<file path="src/sbsp_defs.svh">
// timing counts, field codes and reset values of the serial port
// assumes the 10 MHz core clock and the package sbsp_pkg beside it
`ifndef SBSP_DEFS_SVH
`define SBSP_DEFS_SVH

// ----------------------------------------------------------------
// timing
// ----------------------------------------------------------------
`define SBSP_CLK_NS 100
`define SBSP_SCLK_HALF_NS 400
`define SBSP_HALF_CYC ((`SBSP_SCLK_HALF_NS + `SBSP_CLK_NS - 1) / `SBSP_CLK_NS)
`define SBSP_GAP_HALVES 4

// ----------------------------------------------------------------
// field positions and codes
// ----------------------------------------------------------------
`define SBSP_CS_ON_BIT 1
`define SBSP_CS_DELAY_BIT 0
`define SBSP_WL_8 3'h0
`define SBSP_WL_12 3'h1
`define SBSP_WL_16 3'h2
`define SBSP_WL_20 3'h3
`define SBSP_WL_24 3'h4
`define SBSP_WL_32 3'h5
`define SBSP_PCM_LAST 4'hf

// ----------------------------------------------------------------
// sizes and reset values
// ----------------------------------------------------------------
`define SBSP_DATA_W 32
`define SBSP_FIFO_DEPTH 8
`define SBSP_SLOT_RST 10'h3ff

`endif

</file>
<file path="src/sbsp_pkg.sv">
// types and decode functions shared by the serial port files
// assumes nothing beyond a SystemVerilog compiler
package sbsp_pkg;

  // ----------------------------------------------------------------
  // configuration carried as one group
  // ----------------------------------------------------------------
  typedef struct packed {
    logic pcm_bitmask_enable;
    logic [1:0] clock_stop_select;
    logic tx_clock_polarity;
    logic rx_clock_polarity;
    logic tx_clock_direction;
    logic [2:0] tx_word_length;
    logic [2:0] rx_word_length;
  } sbsp_cfg_s;

  // master sequencer states
  typedef enum logic [2:0] {
    m_idle,
    m_setup,
    m_run,
    m_hold,
    m_gap
  } sbsp_mst_e;

  // ----------------------------------------------------------------
  // decode functions
  // ----------------------------------------------------------------
  // word length code to bits
  function automatic logic [5:0] sbsp_word_bits(input logic [2:0] code);
    case (code)
      3'h0: sbsp_word_bits = 6'h08;
      3'h1: sbsp_word_bits = 6'h0c;
      3'h2: sbsp_word_bits = 6'h10;
      3'h3: sbsp_word_bits = 6'h14;
      3'h4: sbsp_word_bits = 6'h18;
      3'h5: sbsp_word_bits = 6'h20;
      default: sbsp_word_bits = 6'h10;
    endcase
  endfunction

  // enable bit of a slot, blocks of 16 alternate a and b
  function automatic logic sbsp_mask_bit(input logic [15:0] a,
                                         input logic [15:0] b,
                                         input logic [9:0] slot);
    sbsp_mask_bit = slot[4] ? b[slot[3:0]] : a[slot[3:0]];
  endfunction

endpackage

</file>
<file path="src/sbsp_fifo.sv">
// small synchronous fifo with valid and ready on both sides
// assumes depth is a power of two and one clock for both sides
`timescale 1ns/1ns
module sbsp_fifo #(
  parameter int WIDTH = 32,
  parameter int DEPTH = 8
) (
  input wire logic clk_in,
  input wire logic reset_n_in,
  input wire logic [WIDTH-1:0] in_data_in,
  input wire logic in_valid_in,
  output logic in_ready_out,
  output logic [WIDTH-1:0] out_data_out,
  output logic out_valid_out,
  input wire logic out_ready_in
);
  localparam int AW = $clog2(DEPTH);
  localparam int CW = $clog2(DEPTH + 1);

  logic [WIDTH-1:0] mem [DEPTH];
  logic [AW-1:0] wr_ptr_reg;
  logic [AW-1:0] rd_ptr_reg;
  logic [CW-1:0] count_reg;
  logic [CW-1:0] count_next;
  logic ready_reg;
  wire push = in_valid_in & ready_reg;
  wire pop = out_valid_out & out_ready_in;

  // ----------------------------------------------------------------
  // status and read side
  // ----------------------------------------------------------------
  assign count_next = count_reg + CW'(push) - CW'(pop);
  assign out_valid_out = (count_reg != '0);
  assign out_data_out = mem[rd_ptr_reg];
  assign in_ready_out = ready_reg;

  // storage, no reset needed on data
  always_ff @(posedge clk_in) begin
    if (push) begin
      mem[wr_ptr_reg] <= in_data_in;
    end
  end

  // pointers, count and registered ready
  always_ff @(posedge clk_in) begin
    if (!reset_n_in) begin
      wr_ptr_reg <= '0;
      rd_ptr_reg <= '0;
      count_reg <= '0;
      ready_reg <= 1'b0;
    end else begin
      wr_ptr_reg <= wr_ptr_reg + AW'(push);
      rd_ptr_reg <= rd_ptr_reg + AW'(pop);
      count_reg <= count_next;
      ready_reg <= (count_next != CW'(DEPTH));
    end
  end
endmodule

</file>
<file path="src/sbsp_top.sv">
// serial port: bit-masked pcm framing and clock-stop spi master/slave
// assumes pins are asynchronous to clk_in and a slow link clock
// How it works
// - pcm receive drops bits whose slot is not enabled
// - after 16 enabled bits the word goes out with a receive pulse
// - receive pattern alternates enable a and b every 16 clocks
// - pcm transmit drives only enabled slots, otherwise floats the pin
// - transmit pattern alternates enable a and b every 16 clocks
// - transmit pulse after every 16 enabled bits sent
// - clock-stop uses transmit clock and frame sync for the receiver
// - transmit clock pin is spi clock, transmit sync pin is select
// - stop select 0x runs normally, 10 no delay, 11 half-cycle delay
// - direction bit: clock pin input as slave, driven as master
// - 10, idle low: launch on rising, sample on falling
// - 11, idle low: launch half cycle early, sample on rising
// - 10, idle high: launch on falling, sample on rising
// - 11, idle high: launch half cycle early, sample on falling
// - select stays active for the whole packet
// - packet length 8, 12, 16, 20, 24 or 32 bits
// - clock stops and select drops after each packet
// - serial in takes miso as master, mosi as slave
// - pcm mode when its enable is set and stop select is 0x, frames up to 1024 bits
`timescale 1ns/1ns
`include "sbsp_defs.svh"
module sbsp_top import sbsp_pkg::*; (
  input wire logic clk_in,
  input wire logic reset_n_in,
  input wire sbsp_cfg_s cfg_in,
  input wire logic [15:0] rx_bit_enable_a_in,
  input wire logic [15:0] rx_bit_enable_b_in,
  input wire logic [15:0] tx_bit_enable_a_in,
  input wire logic [15:0] tx_bit_enable_b_in,
  input wire logic [31:0] tx_data_word_in,
  input wire logic tx_valid_in,
  output logic tx_ready_out,
  output logic [31:0] rx_data_word_out,
  output logic rx_valid_out,
  output logic tx_irq_out,
  input wire logic serial_in_pin_in,
  output logic serial_out_pin_out,
  output logic serial_out_pin_oe_out,
  input wire logic tx_clock_pin_in,
  output logic tx_clock_pin_out,
  output logic tx_clock_pin_oe_out,
  input wire logic tx_frame_sync_pin_in,
  output logic tx_frame_sync_pin_out,
  output logic tx_frame_sync_pin_oe_out,
  input wire logic rx_clock_pin_in,
  input wire logic rx_frame_sync_pin_in
);
  logic [4:0] sync1_reg, sync2_reg, pin_d_reg;
  logic cs_lvl_d_reg, sclk_pin_reg, sclk_pin_next;
  sbsp_mst_e mst_state_reg, mst_next;
  logic [7:0] half_cnt_reg, half_next;
  logic [6:0] edge_cnt_reg, edge_next;
  logic [31:0] tx_shift_reg, tx_shift_next, rx_shift_reg, rx_shift_next;
  logic [3:0] tx_bits_reg, tx_bits_next;
  logic [5:0] rx_bits_reg, rx_bits_next;
  logic [9:0] tx_slot_reg, tx_slot_next, rx_slot_reg, rx_slot_next;
  logic sout_reg, sout_next, soe_reg, soe_next;
  logic tx_irq_reg, tx_irq_next, rx_valid_reg, rx_valid_next;
  logic [31:0] rx_data_reg, rx_data_next;
  logic fs_out_reg, fs_oe_reg, clk_oe_reg, fifo_pop;
  logic [31:0] fifo_data;
  logic fifo_valid;

  // ----------------------------------------------------------------
  // data buffer in front of the transmitter
  // ----------------------------------------------------------------
  sbsp_fifo #(.WIDTH(`SBSP_DATA_W), .DEPTH(`SBSP_FIFO_DEPTH)) u_fifo (
    .clk_in(clk_in),
    .reset_n_in(reset_n_in),
    .in_data_in(tx_data_word_in),
    .in_valid_in(tx_valid_in),
    .in_ready_out(tx_ready_out),
    .out_data_out(fifo_data),
    .out_valid_out(fifo_valid),
    .out_ready_in(fifo_pop)
  );

  // two-stage synchronisers, then one stage for edge finding
  always_ff @(posedge clk_in) begin
    if (!reset_n_in) begin
      // clocks rest low, syncs and data high: no false edge on release
      sync1_reg <= 5'h1a;
      sync2_reg <= 5'h1a;
      pin_d_reg <= 5'h1a;
    end else begin
      sync1_reg <= {serial_in_pin_in, rx_frame_sync_pin_in,
                    rx_clock_pin_in, tx_frame_sync_pin_in, tx_clock_pin_in};
      sync2_reg <= sync1_reg;
      pin_d_reg <= sync2_reg;
    end
  end

  // ----------------------------------------------------------------
  // mode decode and edge detection
  // ----------------------------------------------------------------
  wire tclk_s = sync2_reg[0];
  wire tfs_act = ~sync2_reg[1];
  wire din_s = sync2_reg[4];
  wire cs_on = cfg_in.clock_stop_select[`SBSP_CS_ON_BIT];
  wire cs_delay = cfg_in.clock_stop_select[`SBSP_CS_DELAY_BIT];
  wire master = cs_on & cfg_in.tx_clock_direction;
  wire pcm_on = cfg_in.pcm_bitmask_enable & ~cs_on;
  wire [5:0] tx_len = sbsp_word_bits(cfg_in.tx_word_length);
  wire [5:0] rx_len = sbsp_word_bits(cfg_in.rx_word_length);
  // receiver clock taken from the transmit clock in clock-stop
  wire cs_lvl = (master ? sclk_pin_reg : tclk_s)
                ^ cfg_in.tx_clock_polarity;
  wire cs_lead = cs_lvl & ~cs_lvl_d_reg;
  wire cs_trail = ~cs_lvl & cs_lvl_d_reg;
  wire cs_launch = cs_delay ? cs_trail : cs_lead;
  wire cs_sample = cs_delay ? cs_lead : cs_trail;
  wire mst_go = master & (mst_state_reg == m_idle) & fifo_valid;
  wire mst_frame = (mst_state_reg == m_setup) | (mst_state_reg == m_run)
                   | (mst_state_reg == m_hold);
  // slave select is the transmit sync pin, active low
  wire slv_start = ~sync2_reg[1] & pin_d_reg[1];
  wire cs_frame = master ? mst_frame : tfs_act;
  wire cs_start = master ? mst_go : slv_start;
  wire tick = (half_cnt_reg == 8'h00);
  wire [6:0] edge_last = 7'({tx_len, 1'b0}) - 7'h01;
  wire [31:0] tx_word = fifo_valid ? fifo_data : 32'h0000_0000;
  wire [31:0] tx_aligned = tx_word << (6'h20 - tx_len);
  // pcm edges: transmit on leading, receive on trailing edge
  wire tlvl = tclk_s ^ cfg_in.tx_clock_polarity;
  wire tlvl_d = pin_d_reg[0] ^ cfg_in.tx_clock_polarity;
  wire rlvl = sync2_reg[2] ^ cfg_in.rx_clock_polarity;
  wire rlvl_d = pin_d_reg[2] ^ cfg_in.rx_clock_polarity;
  wire pcm_tx_ev = tlvl & ~tlvl_d;
  wire pcm_rx_ev = ~rlvl & rlvl_d;
  wire rfs_act = ~sync2_reg[3];
  wire [9:0] tx_slot_now = tfs_act ? 10'h000 : tx_slot_reg + 10'h001;
  wire [9:0] rx_slot_now = rfs_act ? 10'h000 : rx_slot_reg + 10'h001;
  wire tx_en_now = sbsp_mask_bit(tx_bit_enable_a_in, tx_bit_enable_b_in,
                                 tx_slot_now);
  wire rx_en_now = sbsp_mask_bit(rx_bit_enable_a_in, rx_bit_enable_b_in,
                                 rx_slot_now);
  wire [31:0] rx_shifted = {rx_shift_reg[30:0], din_s};
  wire [5:0] rx_bits_inc = rx_bits_reg + 6'h01;

  // ----------------------------------------------------------------
  // master sequencer: setup, clocking, hold, idle gap
  // ----------------------------------------------------------------
  assign half_next = (mst_state_reg == m_idle || tick) ?
                     8'(`SBSP_HALF_CYC - 1) : half_cnt_reg - 8'h01;
  // clock toggles only while running, else rests at its idle level
  assign sclk_pin_next = (mst_state_reg != m_run) ?
                         cfg_in.tx_clock_polarity :
                         sclk_pin_reg ^ tick;

  always_comb begin
    mst_next = mst_state_reg;
    edge_next = edge_cnt_reg;
    case (mst_state_reg)
      m_idle: begin
        edge_next = 7'h00;
        if (mst_go) begin
          mst_next = m_setup;
        end
      end
      m_setup: begin
        if (tick) begin
          mst_next = m_run;
        end
      end
      m_run: begin
        if (tick) begin
          edge_next = edge_cnt_reg + 7'h01;
          if (edge_cnt_reg == edge_last) begin
            mst_next = m_hold;
            edge_next = 7'h00;
          end
        end
      end
      m_hold: begin
        if (tick) begin
          mst_next = m_gap;
        end
      end
      m_gap: begin
        if (tick) begin
          edge_next = edge_cnt_reg + 7'h01;
          if (edge_cnt_reg == 7'(`SBSP_GAP_HALVES - 1)) begin
            mst_next = m_idle;
          end
        end
      end
      default: mst_next = m_idle;
    endcase
    if (!master) begin
      mst_next = m_idle;
    end
  end

  // ----------------------------------------------------------------
  // transmitter
  // ----------------------------------------------------------------
  always_comb begin
    tx_shift_next = tx_shift_reg;
    tx_bits_next = tx_bits_reg;
    tx_slot_next = tx_slot_reg;
    sout_next = sout_reg;
    soe_next = 1'b0;
    tx_irq_next = 1'b0;
    fifo_pop = 1'b0;
    if (cs_on) begin
      soe_next = cs_frame;
      if (cs_start) begin
        fifo_pop = fifo_valid;
        tx_shift_next = cs_delay ? (tx_aligned << 1) : tx_aligned;
        if (cs_delay) begin
          sout_next = tx_aligned[31];
        end
      end else if (cs_frame && cs_launch) begin
        sout_next = tx_shift_reg[31];
        tx_shift_next = tx_shift_reg << 1;
      end
    end else if (pcm_on) begin
      soe_next = soe_reg;
      if (pcm_tx_ev) begin
        tx_slot_next = tx_slot_now;
        soe_next = tx_en_now;
        if (tx_en_now) begin
          if (tx_bits_reg == 4'h0) begin
            sout_next = fifo_data[15];
            tx_shift_next = {fifo_data[14:0], 17'h0_0000};
            fifo_pop = fifo_valid;
          end else begin
            sout_next = tx_shift_reg[31];
            tx_shift_next = tx_shift_reg << 1;
          end
          tx_bits_next = tx_bits_reg + 4'h1;
          tx_irq_next = (tx_bits_reg == `SBSP_PCM_LAST);
        end
      end
    end
  end

  // ----------------------------------------------------------------
  // receiver
  // ----------------------------------------------------------------
  always_comb begin
    rx_shift_next = rx_shift_reg;
    rx_bits_next = rx_bits_reg;
    rx_slot_next = rx_slot_reg;
    rx_data_next = rx_data_reg;
    rx_valid_next = 1'b0;
    if (cs_on) begin
      if (cs_start) begin
        rx_bits_next = 6'h00;
        rx_shift_next = 32'h0000_0000;
      end else if (cs_frame && cs_sample) begin
        rx_shift_next = rx_shifted;
        rx_bits_next = rx_bits_inc;
        if (rx_bits_inc == rx_len) begin
          rx_bits_next = 6'h00;
          rx_data_next = rx_shifted;
          rx_valid_next = 1'b1;
        end
      end
    end else if (pcm_on && pcm_rx_ev) begin
      rx_slot_next = rx_slot_now;
      if (rx_en_now) begin
        rx_shift_next = rx_shifted;
        rx_bits_next = rx_bits_inc;
        if (rx_bits_reg[3:0] == `SBSP_PCM_LAST) begin
          rx_bits_next = 6'h00;
          rx_data_next = {16'h0000, rx_shifted[15:0]};
          rx_valid_next = 1'b1;
        end
      end
    end
  end

  // ----------------------------------------------------------------
  // state registers
  // ----------------------------------------------------------------
  always_ff @(posedge clk_in) begin
    if (!reset_n_in) begin
      mst_state_reg <= m_idle;
      half_cnt_reg <= 8'h00;
      edge_cnt_reg <= 7'h00;
      sclk_pin_reg <= 1'b0;
      cs_lvl_d_reg <= 1'b0;
    end else begin
      mst_state_reg <= mst_next;
      half_cnt_reg <= half_next;
      edge_cnt_reg <= edge_next;
      sclk_pin_reg <= sclk_pin_next;
      cs_lvl_d_reg <= cs_lvl;
    end
  end

  always_ff @(posedge clk_in) begin
    if (!reset_n_in) begin
      tx_shift_reg <= 32'h0000_0000;
      tx_bits_reg <= 4'h0;
      tx_slot_reg <= `SBSP_SLOT_RST;
      sout_reg <= 1'b0;
      soe_reg <= 1'b0;
      tx_irq_reg <= 1'b0;
    end else begin
      tx_shift_reg <= tx_shift_next;
      tx_bits_reg <= tx_bits_next;
      tx_slot_reg <= tx_slot_next;
      sout_reg <= sout_next;
      soe_reg <= soe_next;
      tx_irq_reg <= tx_irq_next;
    end
  end

  always_ff @(posedge clk_in) begin
    if (!reset_n_in) begin
      rx_shift_reg <= 32'h0000_0000;
      rx_bits_reg <= 6'h00;
      rx_slot_reg <= `SBSP_SLOT_RST;
      rx_data_reg <= 32'h0000_0000;
      rx_valid_reg <= 1'b0;
    end else begin
      rx_shift_reg <= rx_shift_next;
      rx_bits_reg <= rx_bits_next;
      rx_slot_reg <= rx_slot_next;
      rx_data_reg <= rx_data_next;
      rx_valid_reg <= rx_valid_next;
    end
  end

  // pin drivers: select active low, master drives clock and select
  always_ff @(posedge clk_in) begin
    if (!reset_n_in) begin
      fs_out_reg <= 1'b1;
      fs_oe_reg <= 1'b0;
      clk_oe_reg <= 1'b0;
    end else begin
      fs_out_reg <= ~(master & (mst_next == m_setup || mst_next == m_run
                     || mst_next == m_hold));
      fs_oe_reg <= master;
      clk_oe_reg <= master;
    end
  end

  assign serial_out_pin_out = sout_reg;
  assign serial_out_pin_oe_out = soe_reg;
  assign tx_clock_pin_out = sclk_pin_reg;
  assign tx_clock_pin_oe_out = clk_oe_reg;
  assign tx_frame_sync_pin_out = fs_out_reg;
  assign tx_frame_sync_pin_oe_out = fs_oe_reg;
  assign tx_irq_out = tx_irq_reg;
  assign rx_data_word_out = rx_data_reg;
  assign rx_valid_out = rx_valid_reg;
endmodule

</file>
<file path="config.mk">
export PLATFORM = sky130hd
export DESIGN_NAME = sbsp_top
export DESIGN_NICKNAME = d
export VERILOG_FILES = /design/src/sbsp_pkg.sv /design/src/sbsp_fifo.sv /design/src/sbsp_top.sv
export VERILOG_INCLUDE_DIRS = /design/src
export SDC_FILE = /design/constraint.sdc
export NUM_CORES = 1
export LEC_CHECK = 0
export BUFFER_PORTS_ARGS = -buffer_cell sky130_fd_sc_hd__clkbuf_2
export CAP_MARGIN = 5
export CORE_UTILIZATION = 45
export CTS_CLUSTER_DIAMETER = 200
export CTS_CLUSTER_SIZE = 24
export DETAILED_ROUTE_END_ITERATION = 10
export PLACE_DENSITY = 0.69
export SYNTH_ARGS = -nofsm -noshare
export SYNTH_HDL_FRONTEND = slang
export SYNTH_SLANG_ARGS = --single-unit
</file>
<file path="constraint.sdc">
create_clock -name clk_in -period 7.9 [get_ports clk_in]
set_clock_uncertainty 0.2 [all_clocks]
set_input_delay 0.79 -clock clk_in [delete_from_list [all_inputs] [get_ports clk_in]]
set_output_delay 0.79 -clock clk_in [all_outputs]
set_load 0.03 [all_outputs]
</file>
==> impl_metrics.py <==
metrics = {
    "clock_tree": {
        "cts_tree": "done",
        "cts-resized-gates": 0,
        "clk_latency_ps": 550,
        "cts_buffer_depth": 3,
        "root_buffer": "clkbuf_16",
        "clock-sinks": 421,
        "path_clk_slew_ps": 100,
        "h-tree-depth": 1,
        "postCtsSetupBuffers": 0,
        "cts_buffers": 21,
        "holdBufCountCts": 0,
    },
    "worst_setup_path": {
        "setup.worst_path.class": "flop to flop",
        "crit_path_max_incr_delay_ps": 660,
        "crit_family": "compound AO/OA/AOI/OAI gates",
        "reg2regPathDepth": 16,
        "r2r_start": "tx_slot_reg[0]",
        "reg2reg_to": "u_fifo.in_ready_out",
        "r2r_slack_ps": 3110,
        "arrival_ps": 5020,
        "start_kind": "flop",
        "slowest_stage": "dfxtp_1",
        "critical_path.most_common_cell": "ha_1",
        "path_max_fanout": 18,
        "worstPathRequired_ps": 8130,
        "cp_num_buf_inv": 2,
        "endpoint_kind": "flop",
        "crit_chain": "ha_1, o21ai_0, a221o_1, o21ai_0, a2111o_1, nand2_1, nand3_1, a21oi_1, ha_1, inv_1, ha_1, inv_1, fa_1, xnor2_1, nor4b_1, nor2_1",
    },
    "power": {
        "p_sw_share_pct": 29.34,
        "p_switching_mw": 1.362,
        "ir_drop_uv": 227.5,
        "pwr-share-seq_pct": 54.2,
        "pwr-share-clk_pct": 24.8,
        "power_mw": 4.643,
        "internal_power_mw": 3.281,
        "power.static_leakage_nw": 6.842,
        "power_density_nw_per_um2": 227.7,
        "combPwrFrac_pct": 21.0,
    },
    "place": {
        "gp_congestion": 0.9340,
        "dp_hpwl_um": 27360,
        "placedInstanceArea_um2": 19820,
        "numPortBuffers": 156,
    },
    "synthesis": {
        "synthesis.area_um2": 18600,
        "synth-seq-cells": 421,
        "ys_seq_area_share_pct": 59.08,
        "synth_area_per_cell_um2": 12.25,
        "synth_edf_count": 256,
        "synthTopCellsByArea": "edfxtp_1, dfxtp_1, mux4_2",
        "ys_warn_count": 0,
        "syn_inst": 1518,
        "syn_nets": 1652,
        "ys.flop_type": "edfxtp_1",
        "async_flop_share_pct": 0,
        "synth_top_cell_by_area": "edfxtp_1",
        "yosys.area.top_type_share_pct": 41.33,
        "ys_types": 85,
    },
    "route": {
        "antenna_left": 0,
        "wl_um": 42680,
        "drt-initial-drc-count": 1152,
        "post_drt_wl_per_cell_um": 19.78,
        "firstDrtPassIters": 6,
        "dr_total_vias": 12730,
        "via_per_inst": 5.899,
        "drc": 0,
    },
    "global_route": {
        "grt_pass1_wl_um": 66150,
        "grt_max_degree": 98,
        "grt_pass1_vias": 12150,
        "antenna_found_initial": 3,
        "grt.overflow.total": 0,
        "gr-usage-all-layers_pct": 19.97,
    },
    "status": {
        "status": "finished, final reports clean",
    },
    "floorplan": {
        "coreArea_um2": 40830,
        "die_y_um": 205.3,
        "io_pins": 157,
        "initial_utilization_pct": 45.56,
        "die_w_um": 205.3,
        "die-area_um2": 42150,
        "placementRows": 74,
    },
    "worst_hold_path": {
        "hp-start": "sync1_reg[1]",
        "holdPathEnd": "sync2_reg[1]",
        "hold_path_class": "flop to flop",
        "holdPathStages": 1,
    },
    "layout": {
        "drive_gt1_share_pct": 18.97,
        "fin_area_um2": 20390,
        "nNetsFinal": 1755,
        "ff_latch_area_um2": 11000,
        "largest_reg_flops": 256,
        "fill_cells": 3534,
        "multi_input_area_um2": 7086,
        "area_growth_pct": 9.612,
    },
    "sta": {
        "relSlewSlack_pct": 20.56,
        "period_minus_slack_ps": 4791,
        "setup_viol": 0,
        "drv_slew": 0,
        "fin_crit_sh_pct": 60.64,
        "hold_viol_final": 0,
        "tightest_slew_ps": 1158,
        "setup_tns_ps": 0,
        "fmax_mhz": 208.7,
        "rsz0062_at_grt": "false",
    },
    "flow_run": {
        "drv_cap": 0,
    },
}
[power by group through the flow]
stage | registers [mW] | clock network (mW) | logic, mW
finish | 2.52 | 1.15 | 0.976
global route | 2.53 | 1.26 | 1.06
CTS | 2.52 | 1.19 | 0.963
detailed placement | 2.57 | 0 | 0.960
global placement | 2.56 | 0 | 0.949
floorplan | 2.55 | 0 | 0.663
[cells in the mapped netlist (all sizes together) (20+ instances only)]
library cell  instances
edfxtp              256
dfxtp               165
nand2               153
nor2                 91
o21ai                86
a21oi                68
mux2i                68
mux4                 58
clkbuf               50
buf                  49
nand3                42
nand4                38
o22ai                35
inv                  31
xnor2                25
and2                 20
nand2b               20
[cell families (layout without fill, tap and decap cells)]
| group | count (synthesis) | count (layout) | share of synthesized area, % |
|---|---|---|---|
| and+or+nand+nor | 433 | 433 | 11.17 |
| DFF | 421 | 421 | 59.08 |
| AOI/OAI and AO/OA | 344 | 344 | 12.33 |
| muxes | 139 | 139 | 11.47 |
| buffers and inverters | 130 | 236 | 3.094 |
| xor gates and xnor gates | 32 | 32 | 1.547 |
| adders and majority gates | 19 | 19 | 1.305 |
| other | 0 | 2 | 0 |
[worst max path at each step]
stage	startpoint	endpoint	slack, ps	cells past startpoint
after floorplan	tx_valid_in	u_fifo.mem[2][0]	3740	3
after global placement	tx_slot_reg[0]	u_fifo.in_ready_out	3360	16
after detailed placement	tx_slot_reg[0]	u_fifo.in_ready_out	3130	16
after CTS	tx_slot_reg[0]	u_fifo.in_ready_out	3110	16
after global routing	tx_slot_reg[0]	u_fifo.in_ready_out	2740	16
final	tx_slot_reg[0]	u_fifo.in_ready_out	3110	16
[per-stage QoR]
step / worst slack, ps / util, % / cells / hold slack [ps]
global route: 2736 / 49.92 / 2156 / 203.0
finish: 3110 / 49.94 / 2158 / 215.6
floorplan: 3744 / - / 1518 / 186.3
global placement: 3359 / 48.55 / 2130 / 198.1
detailed placement: 3130 / 48.55 / 2130 / 195.9
CTS: 3105 / 49.92 / 2156 / 198.8
[per-layer routing]
| metal | GRT usage, % | up-vias | share of wire [%] |
|---|---|---|---|
| met3 | 4.720 | 65 | 8.2 |
| met5 | 0 | - | 0.028 |
| met2 | 33.20 | 450 | 47 |
| met4 | 4.365 | 2 | 1.9 |
| met1 | 26.50 | 6241 | 43 |
| li1 | - | 5972 | - |
[layout by cell type, fill, tap and decap left out, types with 25 or more instances in the layout]
master    instances
o21ai_0          83
clkbuf_2        155
nor2_1           88
nand3_1          40
mux2i_1          68
inv_1            31
edfxtp_1        256
xnor2_1          25
o22ai_1          35
dfxtp_1         162
nand4_1          38
nand2_1         152
mux4_2           58
a21oi_1          67
[area by class of cell]
cell class | count | area share (%)
antenna | 2 | 0.02455
clock buffer | 24 | 2.633
clock inverter | 2 | 0.1227
inverter | 31 | 0.5707
multi-input combinational | 967 | 34.75
sequential | 421 | 53.95
tap | 532 | 3.265
timing repair buffer | 179 | 4.688
No activity file was read; power rests on OpenSTA's default activity.
